--- src/hw/ett_pkg.sv ---
/*
  ett_pkg: register indices, field positions and reset values of the
  eight-bit counter/timer.
  assumes: included by the single design module ett_timer8.
*/
package ett_pkg;

  // ****************************************
  // register indices (byte address = 4 * index)
  // ****************************************
  localparam logic [7:0] ETT_CTRL_IDX = 8'h00;   // timer8_control
  localparam logic [7:0] ETT_LOW_IDX  = 8'h04;   // timer8_low_hold
  localparam logic [7:0] ETT_HIGH_IDX = 8'h05;   // timer8_high_hold
  localparam logic [7:0] ETT_AUX_IDX  = 8'h08;   // shared / pin bits
  localparam logic [7:0] ETT_STAT_IDX = 8'h09;   // live count, read only

  // ****************************************
  // timer8_control fields
  // ****************************************
  localparam int ETT_RUN_BIT    = 7;
  localparam int ETT_SINGLE_BIT = 6;
  localparam int ETT_FLAG_BIT   = 5;
  localparam int ETT_PRE_HI     = 4;
  localparam int ETT_PRE_LO     = 3;
  localparam int ETT_CAPM_BIT   = 2;
  localparam int ETT_TOM_BIT    = 1;
  localparam int ETT_PINSEL_BIT = 0;

  // ****************************************
  // auxiliary register fields
  // ****************************************
  localparam int ETT_INIT_BIT   = 0;   // initial-value bit D1 of shared control
  localparam int ETT_DEMOD_BIT  = 1;   // 1 = demodulation, 0 = transmit
  localparam int ETT_EDGSEL_BIT = 2;   // port2 bit0 feeds edge detection
  localparam int ETT_PDATA_BIT  = 3;   // ordinary port3 bit4 output data

  // status register: count in [7:0], output level at bit 8
  localparam int ETT_STAT_OUT_BIT = 8;

  // ****************************************
  // reset values and prescale masks
  // ****************************************
  localparam logic [7:0] ETT_HOLD_RST = 8'h00;
  localparam logic [3:0] ETT_AUX_RST  = 4'h0;
  localparam logic [1:0] ETT_PRE_RST  = 2'h0;
  localparam logic [2:0] ETT_MASK_D1  = 3'h0;
  localparam logic [2:0] ETT_MASK_D2  = 3'h1;
  localparam logic [2:0] ETT_MASK_D4  = 3'h3;
  localparam logic [2:0] ETT_MASK_D8  = 3'h7;

  typedef enum logic {ETT_IDLE, ETT_COUNT} ett_state_e;

endpackage : ett_pkg

--- src/hw/ett_timer8.sv ---
/*
  ett_timer8: eight-bit counter/timer with high and low hold registers,
  control register, port3 bit4 output routing and port2 bit0 edge source,
  reached over APB.
  assumes: one clock ref_clk at 40 MHz, synchronous active-low power-on
  reset, stop_recovery is a one-cycle pulse from logic on ref_clk, the
  port2 bit0 pin is asynchronous.
*/
// Design decision made here: the APB interface to the registers.
`timescale 1ns/1ps
module ett_timer8
  import ett_pkg::*;
#(
  parameter int ADDR_W = 12
) (
  input  wire logic              ref_clk,
  input  wire logic              rst_n,
  input  wire logic              psel,
  input  wire logic              penable,
  input  wire logic              pwrite,
  input  wire logic [ADDR_W-1:0] paddr,
  input  wire logic [31:0]       pwdata,
  output logic                   pready,
  output logic [31:0]            prdata,
  output logic                   pslverr,
  input  wire logic              stop_recovery,
  input  wire logic              port2_bit0_pin,
  output logic                   port3_bit4_pin,
  output logic                   timer8_output,
  output logic                   timeout_irq,
  output logic                   capture_int_enable,
  output logic                   edge_sense,
  output logic                   edge_event
);

  // ****************************************
  // address decode
  // ****************************************
  function automatic logic reg_hit(input logic [ADDR_W-1:0] a, input logic [7:0] idx);
    reg_hit = (a == ADDR_W'({idx, 2'b00}));
  endfunction

  logic              wr_en;
  logic              setup;
  logic              hit_ctrl;
  logic              hit_low;
  logic              hit_high;
  logic              hit_aux;
  logic              hit_stat;
  logic              run_ff;
  logic              single_ff;
  logic              flag_ff;
  logic [1:0]        pre_ff;
  logic              capm_ff;
  logic              tom_ff;
  logic              pinsel_ff;
  logic [7:0]        high_ff;
  logic [7:0]        low_ff;
  logic [3:0]        aux_ff;
  logic [7:0]        cnt_ff;
  logic              out_ff;
  logic [2:0]        div_ff;
  logic [2:0]        pre_mask;
  logic              tick;
  logic              load_ev;
  logic              term;
  logic [7:0]        ctrl_rd;
  logic [31:0]       nxt_rdata;
  logic              nxt_err;
  logic [31:0]       rdata_ff;
  logic              err_ff;
  logic              pin_ff;
  logic [2:0]        p20_sync_ff;
  logic              p20_ff;
  logic              edge_ev_ff;
  ett_state_e        state_ff;

  assign setup    = psel & ~penable;
  assign wr_en    = psel & penable & pwrite;
  assign hit_ctrl = reg_hit(paddr, ETT_CTRL_IDX);
  assign hit_low  = reg_hit(paddr, ETT_LOW_IDX);
  assign hit_high = reg_hit(paddr, ETT_HIGH_IDX);
  assign hit_aux  = reg_hit(paddr, ETT_AUX_IDX);
  assign hit_stat = reg_hit(paddr, ETT_STAT_IDX);

  // ****************************************
  // apb slave, zero wait, data latched in setup
  // ****************************************
  assign pready  = 1'b1;
  assign prdata  = rdata_ff;
  assign pslverr = err_ff;

  // control register read image
  assign ctrl_rd = {run_ff, single_ff, flag_ff, pre_ff, capm_ff, tom_ff, pinsel_ff};

  // read mux and unmapped detection
  always_comb begin
    nxt_rdata = 32'h0;
    nxt_err   = 1'b0;
    if (hit_ctrl) begin
      nxt_rdata[7:0] = ctrl_rd;
    end else if (hit_low) begin
      nxt_rdata[7:0] = low_ff;
    end else if (hit_high) begin
      nxt_rdata[7:0] = high_ff;
    end else if (hit_aux) begin
      nxt_rdata[3:0] = aux_ff;
    end else if (hit_stat) begin
      nxt_rdata[7:0]              = cnt_ff;
      nxt_rdata[ETT_STAT_OUT_BIT] = out_ff;
    end else begin
      nxt_err = 1'b1;
    end
  end

  // read data and error registered at setup
  always_ff @(posedge ref_clk) begin
    if (!rst_n) begin
      rdata_ff <= 32'h0;
      err_ff   <= 1'b0;
    end else if (setup) begin
      rdata_ff <= pwrite ? 32'h0 : nxt_rdata;
      err_ff   <= nxt_err;
    end
  end

  // ****************************************
  // hold registers
  // ****************************************
  always_ff @(posedge ref_clk) begin
    if (!rst_n) begin
      high_ff <= ETT_HOLD_RST;
      low_ff  <= ETT_HOLD_RST;
    end else if (wr_en) begin
      if (hit_high) high_ff <= pwdata[7:0];
      if (hit_low)  low_ff  <= pwdata[7:0];
    end
  end

  // auxiliary bits: initial value, mode, edge select, port data
  always_ff @(posedge ref_clk) begin
    if (!rst_n) begin
      aux_ff <= ETT_AUX_RST;
    end else if (wr_en && hit_aux) begin
      aux_ff <= pwdata[3:0];
    end
  end

  // ****************************************
  // control register
  // ****************************************
  // enable, single pass and pin select: cleared by reset and recovery
  always_ff @(posedge ref_clk) begin
    if (!rst_n) begin
      run_ff    <= 1'b0;
      single_ff <= 1'b0;
      pinsel_ff <= 1'b0;
    end else if (stop_recovery) begin
      run_ff    <= 1'b0;
      single_ff <= 1'b0;
      pinsel_ff <= 1'b0;
    end else if (wr_en && hit_ctrl) begin
      run_ff    <= pwdata[ETT_RUN_BIT];
      single_ff <= pwdata[ETT_SINGLE_BIT];
      pinsel_ff <= pwdata[ETT_PINSEL_BIT];
    end else if (term && single_ff) begin
      run_ff    <= 1'b0;
    end
  end

  // prescale and masks: only power-on reset initialises them
  always_ff @(posedge ref_clk) begin
    if (!rst_n) begin
      pre_ff  <= ETT_PRE_RST;
      capm_ff <= 1'b0;
      tom_ff  <= 1'b0;
    end else if (wr_en && hit_ctrl) begin
      pre_ff  <= pwdata[ETT_PRE_HI:ETT_PRE_LO];
      capm_ff <= pwdata[ETT_CAPM_BIT];
      tom_ff  <= pwdata[ETT_TOM_BIT];
    end
  end

  // time-out flag: set wins over a write-one clear
  always_ff @(posedge ref_clk) begin
    if (!rst_n) begin
      flag_ff <= 1'b0;
    end else if (term) begin
      flag_ff <= 1'b1;
    end else if (wr_en && hit_ctrl && pwdata[ETT_FLAG_BIT]) begin
      flag_ff <= 1'b0;
    end
  end

  // ****************************************
  // prescaler
  // ****************************************
  always_comb begin
    case (pre_ff)
      2'h0:    pre_mask = ETT_MASK_D1;
      2'h1:    pre_mask = ETT_MASK_D2;
      2'h2:    pre_mask = ETT_MASK_D4;
      default: pre_mask = ETT_MASK_D8;
    endcase
  end

  // free divider, realigned on every start
  always_ff @(posedge ref_clk) begin
    if (!rst_n || state_ff == ETT_IDLE) begin
      div_ff <= 3'h0;
    end else begin
      div_ff <= div_ff + 3'h1;
    end
  end

  assign tick    = ((div_ff & pre_mask) == pre_mask);
  assign load_ev = (state_ff == ETT_IDLE) && run_ff;
  assign term    = (state_ff == ETT_COUNT) && run_ff && tick && (cnt_ff == 8'h00);

  // ****************************************
  // counter and output level
  // ****************************************
  always_ff @(posedge ref_clk) begin
    if (!rst_n) begin
      state_ff <= ETT_IDLE;
    end else begin
      case (state_ff)
        ETT_IDLE:  if (run_ff) state_ff <= ETT_COUNT;
        ETT_COUNT: if (!run_ff || (term && single_ff)) state_ff <= ETT_IDLE;
        default:   state_ff <= ETT_IDLE;
      endcase
    end
  end

  // count loads the hold register of the current level at start and of the other level at terminal
  always_ff @(posedge ref_clk) begin
    if (!rst_n) begin
      cnt_ff <= ETT_HOLD_RST;
    end else if (load_ev) begin
      cnt_ff <= out_ff ? high_ff : low_ff;
    end else if (term) begin
      cnt_ff <= out_ff ? low_ff : high_ff;
    end else if (state_ff == ETT_COUNT && run_ff && tick) begin
      cnt_ff <= cnt_ff - 8'h01;
    end
  end

  // idle level is the inverse of the initial bit, toggles at terminal in modulo mode only
  always_ff @(posedge ref_clk) begin
    if (!rst_n) begin
      out_ff <= 1'b1;
    end else if (!run_ff) begin
      out_ff <= ~aux_ff[ETT_INIT_BIT];
    end else if (term && !single_ff) begin
      out_ff <= ~out_ff;
    end
  end

  assign timer8_output = out_ff;

  // ****************************************
  // pin routing and interrupt requests
  // ****************************************
  always_ff @(posedge ref_clk) begin
    if (!rst_n) begin
      pin_ff <= 1'b0;
    end else begin
      pin_ff <= pinsel_ff ? out_ff : aux_ff[ETT_PDATA_BIT];
    end
  end

  assign port3_bit4_pin     = pin_ff;
  assign timeout_irq        = flag_ff & tom_ff;
  assign capture_int_enable = capm_ff;

  // ****************************************
  // port2 bit0 edge source
  // ****************************************
  always_ff @(posedge ref_clk) begin
    if (!rst_n) begin
      p20_sync_ff <= 3'h0;
      p20_ff      <= 1'b0;
      edge_ev_ff  <= 1'b0;
    end else begin
      p20_sync_ff <= {p20_sync_ff[1:0], port2_bit0_pin};
      if (p20_sync_ff[1] == p20_sync_ff[2]) begin
        p20_ff <= p20_sync_ff[2];
      end
      edge_ev_ff <= (p20_sync_ff[1] == p20_sync_ff[2]) && (p20_sync_ff[2] != p20_ff)
                    && aux_ff[ETT_EDGSEL_BIT] && aux_ff[ETT_DEMOD_BIT];
    end
  end

  // mode changes are left to software with the timer stopped
  assign edge_sense = p20_ff & aux_ff[ETT_EDGSEL_BIT] & aux_ff[ETT_DEMOD_BIT];
  assign edge_event = edge_ev_ff;

  // ****************************************
  // checks
  // ****************************************
  logic [1:0] idle_cnt_ff;
  always_ff @(posedge ref_clk) begin
    if (!rst_n || run_ff) idle_cnt_ff <= 2'h0;
    else if (idle_cnt_ff != 2'h3) idle_cnt_ff <= idle_cnt_ff + 2'h1;
  end

  a_high_hold_wr: assert property (@(posedge ref_clk) disable iff (!rst_n)
    wr_en && hit_high |=> high_ff == $past(pwdata[7:0])) else $error("high hold not written");
  a_low_hold_wr: assert property (@(posedge ref_clk) disable iff (!rst_n)
    wr_en && hit_low |=> low_ff == $past(pwdata[7:0])) else $error("low hold not written");
  a_run_write: assert property (@(posedge ref_clk) disable iff (!rst_n)
    wr_en && hit_ctrl && !stop_recovery |=> run_ff == $past(pwdata[ETT_RUN_BIT])
    && pre_ff == $past(pwdata[ETT_PRE_HI:ETT_PRE_LO])) else $error("control write lost");
  a_flag_clear: assert property (@(posedge ref_clk) disable iff (!rst_n)
    wr_en && hit_ctrl && pwdata[ETT_FLAG_BIT] && !term |=> !flag_ff)
    else $error("flag not cleared");
  a_flag_set: assert property (@(posedge ref_clk) disable iff (!rst_n)
    term |=> flag_ff) else $error("flag not set at terminal");
  a_mask_route: assert property (@(posedge ref_clk) disable iff (!rst_n)
    wr_en && hit_ctrl |=> capture_int_enable == $past(pwdata[ETT_CAPM_BIT])) else $error("capture mask wrong");
  a_pin_route: assert property (@(posedge ref_clk) disable iff (!rst_n)
    ##1 port3_bit4_pin == ($past(pinsel_ff) ? $past(out_ff) : $past(aux_ff[ETT_PDATA_BIT])))
    else $error("pin routing wrong");
  a_idle_level: assert property (@(posedge ref_clk) disable iff (!rst_n)
    idle_cnt_ff == 2'h3 |-> timer8_output == ~$past(aux_ff[ETT_INIT_BIT])) else $error("idle level");
  a_reset_clear: assert property (@(posedge ref_clk)
    !rst_n |=> ctrl_rd == 8'h00) else $error("control not cleared by reset");
  a_smr_keep: assert property (@(posedge ref_clk) disable iff (!rst_n)
    stop_recovery |=> !run_ff && $stable(pre_ff) && $stable(tom_ff) && $stable(capm_ff))
    else $error("recovery disturbed kept bits");
  a_edge_src: assert property (@(posedge ref_clk) disable iff (!rst_n)
    !aux_ff[ETT_DEMOD_BIT] |-> !edge_sense) else $error("edge source outside demod");
  a_reload_level: assert property (@(posedge ref_clk) disable iff (!rst_n)
    load_ev |=> cnt_ff == ($past(out_ff) ? $past(high_ff) : $past(low_ff)))
    else $error("wrong hold loaded");
  a_single_stop: assert property (@(posedge ref_clk) disable iff (!rst_n)
    term && single_ff && !wr_en |=> !run_ff ##1 state_ff == ETT_IDLE)
    else $error("single pass did not stop");
  a_toggle: assert property (@(posedge ref_clk) disable iff (!rst_n)
    term && !single_ff && !(wr_en && hit_ctrl) |=> timer8_output != $past(out_ff))
    else $error("output did not toggle");
  a_irq_req: assert property (@(posedge ref_clk) disable iff (!rst_n)
    $rose(flag_ff) && tom_ff |-> timeout_irq) else $error("missing time-out request");

  c_modulo_term: cover property (@(posedge ref_clk) disable iff (!rst_n) term && !single_ff);
  c_single_term: cover property (@(posedge ref_clk) disable iff (!rst_n) term && single_ff);
  c_flag_clear: cover property (@(posedge ref_clk) disable iff (!rst_n) flag_ff ##1 !flag_ff);
  c_edge_seen: cover property (@(posedge ref_clk) disable iff (!rst_n) edge_event);

endmodule // ett_timer8

--- config.mk ---
export PLATFORM = sky130hd
export DESIGN_NAME = ett_timer8
export DESIGN_NICKNAME = d
export VERILOG_FILES = /design/src/hw/ett_pkg.sv /design/src/hw/ett_timer8.sv
export SDC_FILE = /design/constraint.sdc
export NUM_CORES = 1
export LEC_CHECK = 0
export BUFFER_PORTS_ARGS = -buffer_cell sky130_fd_sc_hd__buf_4
export CORE_AREA = 5 5 82 84
export DETAILED_ROUTE_END_ITERATION = 16
export DIE_AREA = 0 0 87 89
export PLACE_DENSITY = 0.82
export SLEW_MARGIN = 5
export SYNTH_ARGS = -nofsm -noshare
export SYNTH_HDL_FRONTEND = slang
export SYNTH_SLANG_ARGS = --single-unit
export TNS_END_PERCENT = 50
--- constraint.sdc ---
create_clock -name ref_clk -period 5.5 [get_ports ref_clk]
set_input_delay 1.1 -clock ref_clk [delete_from_list [all_inputs] [get_ports ref_clk]]
set_output_delay 1.1 -clock ref_clk [all_outputs]
set_load 0.01 [all_outputs]
[After elaboration in Yosys (flattened, before gate mapping)]
Index checks and enable logic that the tools add are counted.
Operators by class
  multiplexer cells: 31
  bitwise logic cells: 12
  reduce and logical (&&, ||, !) cells: 26
  eq/ne operators: 10
  $add $sub $neg: 2
Operator list (number)
  $mux W8: 8
  $eq A12 B5 Y1 const B: 2
  $eq A12 B6 Y1 const B: 2
  $mux W9: 2
  $mux W1: 17
  $logic_and A1 B1 Y1: 12
  $logic_not A12 Y1: 1
  $pmux W3 S3: 1
  $logic_not A8 Y1: 1
  $sub A8 B1 Y8 const B: 1
  $and A1 B1 Y1: 6
  $mux W5: 1
  $not A1 Y1: 5
  $mux W4: 1
  $reduce_and A2 Y1: 2
  $reduce_bool A2 Y1: 2
  $add A3 B1 Y3 const B: 1
  $and A3 B3 Y3: 1
  $eq A3 B3 Y1: 1
  $logic_not A1 Y1: 3
  $reduce_bool A3 Y1: 1
  $eq A2 B1 Y1 const B: 1
  $eq A2 B2 Y1 const B: 1
  $logic_not A2 Y1: 1
  other kinds (6): 7
Word-level totals
  bits in registers: 80
  output and inout port bits: 40
  bits of input ports: 51
  logic and storage cells: 101

[Longest topological paths before layout]
  depth in word-level cells: 10
  depth in mapped cells: 9
  gate-level depth less buffers: 8

[Worst setup path before layout]
Ideal clock, no wire load.
  kind: input to register
  start point: in paddr[10]
  end point: reg low_ff[3]
  stages on the path: 6
  data required time: 5.424 ns
  data arrival time: 2.386 ns
  buffers on the path: 1
  library setup time: 0.076 ns
  path slack: 3.039 ns
  cell sequence: nor4_1 -> nand3_1 -> nor3_2 -> buf_2 -> nand3_1 -> a21boi_0
Between the ends
  word-level cells in the longest chain between the ends: 2
Ends and longest elaborated chain
  start, declared: RTL line ett_timer8.sv:21  | input wire logic [ADDR_W-1:0] paddr,
  $eq A12 B5 Y1: RTL line ett_timer8.sv:40  | reg_hit = (a == ADDR_W'({idx, 2'b00}));
  $reduce_and A2 Y1 (no line)
  end signal, assigned: RTL line ett_timer8.sv:136  | if (hit_low) low_ff <= pwdata[7:0];
  end, declared: RTL line ett_timer8.sv:58  | logic [7:0] low_ff;
Every way passes these cells.
A chain may end at the register's enable or synchronous reset.

[Worst setup path after layout]
  start point: reg out_ff, in the netlist timer8_output
  end point: out timer8_output
RTL lines
  start, declared: RTL line ett_timer8.sv:61  | logic out_ff;
  start signal, assigned: RTL line ett_timer8.sv:253  | out_ff <= ~aux_ff[ETT_INIT_BIT];
  start signal, assigned: RTL line ett_timer8.sv:255  | out_ff <= ~out_ff;
  end, declared: RTL line ett_timer8.sv:29  | output logic timer8_output,
No word-level cell between the ends.

==> summary.txt <==
Vias per Instance = 5.81
startpoint types = flop
first-pass GRT wire length = 13000 um
Final Max Tran Viols = 0
Worst slew margin = 23.9%
most used flip-flop cell after synthesis = dfxtp_1
Cell Area, Synth = 0.00315 mm2
biggest area consumer among synthesized cells = dfxtp_1
Final period util = 50.7%
Layout area overhead = 13.9%
Slew @ Worst Pin = 1.14 ns
DR WL/cell = 16.6 um
Internal = 647 uW
Initial DRC Count = 278
CTS Buf Count = 9
post-DP HPWL = 5460 um
min Tclk post-route = 2.79 ns
Die X = 87 um
clock network power share = 46.3%
all-layer global routing usage = 21.9%
postcts setup bufs = 0
Final Instance Area = 0.00359 mm2
critical path's slowest cell = dfxtp_1
Top Ports = 91
Clk Latency, worst-skew pair = 0.35 ns
Gate power share = 6.2%
Worst Path Buf+Inv = 1
WP data required = 4.40 ns
Critical Path, Cell by Cell = buf_4
DR DRC count = 0
DRT Wirelength = 8000 um
Ys Warns = 0
sequential share of the synthesized area = 36.2%
worst setup slack after layout = 2.71 ns
final setup vio count = 0
#FFs+latches synth = 57
Crit path largest cell delay = 1.08 ns
RSZ-0062 raised after global routing = no
CTS Buffer Depth = 2
Clock Tree Root = clkbuf_8
routed vias = 2794
Port Buf Inserts = 42
Rows = 28
core area = 0.00585 mm2
antenna diode count = 0
top cells by count, synth = dfxtp_1 (57), nand2_1 (50), mux2i_1 (30), buf_4 (24), a21boi_0 (18)
final hold vios = 0
clock slew seen by the registers of the worst setup and hold paths = 0.07 ns
Tightest Hold Check Type = flop to flop
CTS tree = done
P_sw = 225 uW
clock net sink count = 57
unique cell type count in the Yosys netlist = 56
Max Cap Viol = 0
crit path max fanout = 21
sequential share of power = 47.6%
post-synthesis async set-or-reset flop share = 0%
initial antenna violation count = 0
TritonRoute pass-1 iters = 6
antenna-violating nets left = 0
die area = 0.00774 mm2
top-count cell post-synth = dfxtp_1
Worst setup EP type = primary output
Sw Ratio = 25.8%
vias in the first global route = 2716
outcome = finished, final reports clean
syn_area_per_cell = 8.54 um2
Fin Setup TNS = 0 ns
Initial Util = 53.9%
Die H = 89 um
layout cell share with drive strength beyond 1 = 18.7%
Place WS = 2.52 ns
top post-synthesis cells by area = dfxtp_1 (36%), mux2i_1 (9.5%), nand2_1 (6.0%)
Leakage = 0.00144 uW
Synth Instances = 369
pin count of the biggest net entering global routing = 50
Post-CTS Hold Buffers = 0
final RePlAce weighted congestion = 0.856
Max Fclk = 0.359 GHz
delay-heaviest family, CP = flip-flops
total power = 872 uW
post-synth top area share = 36.2%
CP arrival = 1.69 ns
nets@finish = 454
Post-synth EDFFs = 0
Placed Area = 0.00339 mm2
kind of critical path = flop to primary output
Max VDD drop = 218 uV
PostCTS Resize Cnt = 0
pwr dens = 243 mW/mm2
CTS H-tree lvls = 3
Final Skew = 0.00973 ns
total grt overflow = 0
## cell families after synthesis
group,after synthesis,share of synthesized area (%)
buf+inv,51,9.37
flops,57,36.2
compound gates,88,19.3
xor+xnor,4,1.11
mux,35,11.3
simple gates,130,21.7
fa+ha+maj,2,0.794
other cells,2,0.238
## sequential cells by signal, summed over array words and instances (netlist names), 2 cells and up
| register | cells |
|---|---|
| cnt_ff | 8 |
| aux_ff | 4 |
| pre_ff | 2 |
| prdata | 9 |
| p20_sync_ff | 3 |
| div_ff | 3 |
| high_ff | 8 |
| low_ff | 8 |
## path summary, 6_finish.rpt
check	startpoint	endpoint	slack (ns)	depth (start not counted)
max	timer8_output	timer8_output	2.71	1
min	p20_sync_ff[0]	p20_sync_ff[1]	0.45	1
max reg2reg	cnt_ff[0]	timer8_output	2.96	8
min reg2reg	p20_sync_ff[0]	p20_sync_ff[1]	0.45	1
## power groups by stage
stage / combinational [uW] / clock, uW / sequential, uW
floorplan: 41.7 / 0 / 424
global placement: 51.6 / 0 / 424
detailed placement: 51.9 / 0 / 424
CTS: 52.3 / 408 / 415
global route: 57.8 / 431 / 415
finish: 53.6 / 404 / 415
## cells in the final DEF, fill, tap and decap left out, drive strengths merged, types with 3 or more instances in the layout
| cell type | n |
|---|---|
| a31oi | 7 |
| nand3 | 17 |
| o2111ai | 3 |
| clkinvlp | 3 |
| nor2b | 16 |
| mux2 | 5 |
| nor3 | 5 |
| buf | 44 |
| conb | 24 |
| o22ai | 4 |
| nor2 | 17 |
| a22oi | 5 |
| a211oi | 3 |
| inv | 8 |
| and3 | 4 |
| nor4 | 3 |
| a21oi | 9 |
| o21ai | 17 |
| nand2 | 50 |
| xnor2 | 3 |
| clkbuf | 9 |
| mux2i | 30 |
| a21boi | 23 |
| dfxtp | 57 |
| a22o | 6 |
| and2 | 6 |
| nand2b | 3 |
## final cells by class
| class | instances | area (um2) |
|---|---|---|
| flip-flops and latches | 57 | 1140 |
| fillers | 513 | 2260 |
| repair buffers | 44 | 330 |
| multi-input cells | 283 | 1800 |
| clock buffers | 9 | 124 |
| inverters | 6 | 22.5 |
| clock inverters | 7 | 78.8 |
| well taps | 75 | 93.8 |
## routing by layer
| metal | vias to the layer above | GRT usage [%] | routed length [um] |
|---|---|---|---|
| met3 | 9 | 6.18 | 741 |
| li1 | 1325 | - | - |
| met4 | 0 | 8.36 | 70 |
| met1 | 1326 | 28.0 | 3390 |
| met5 | - | 0 | 0 |
| met2 | 134 | 35.3 | 3800 |
## per-stage QoR
stage	hold slack [ns]	utilization (%)	std cells
2_1_floorplan	0.412	-	391
3_3_place_gp	0.421	57.9	465
3_5_place_dp	0.429	57.9	465
4_1_cts	0.447	61.3	481
5_1_grt	0.466	61.3	481
6_report	0.448	61.3	481
No activity file was read; power rests on OpenSTA's default activity.
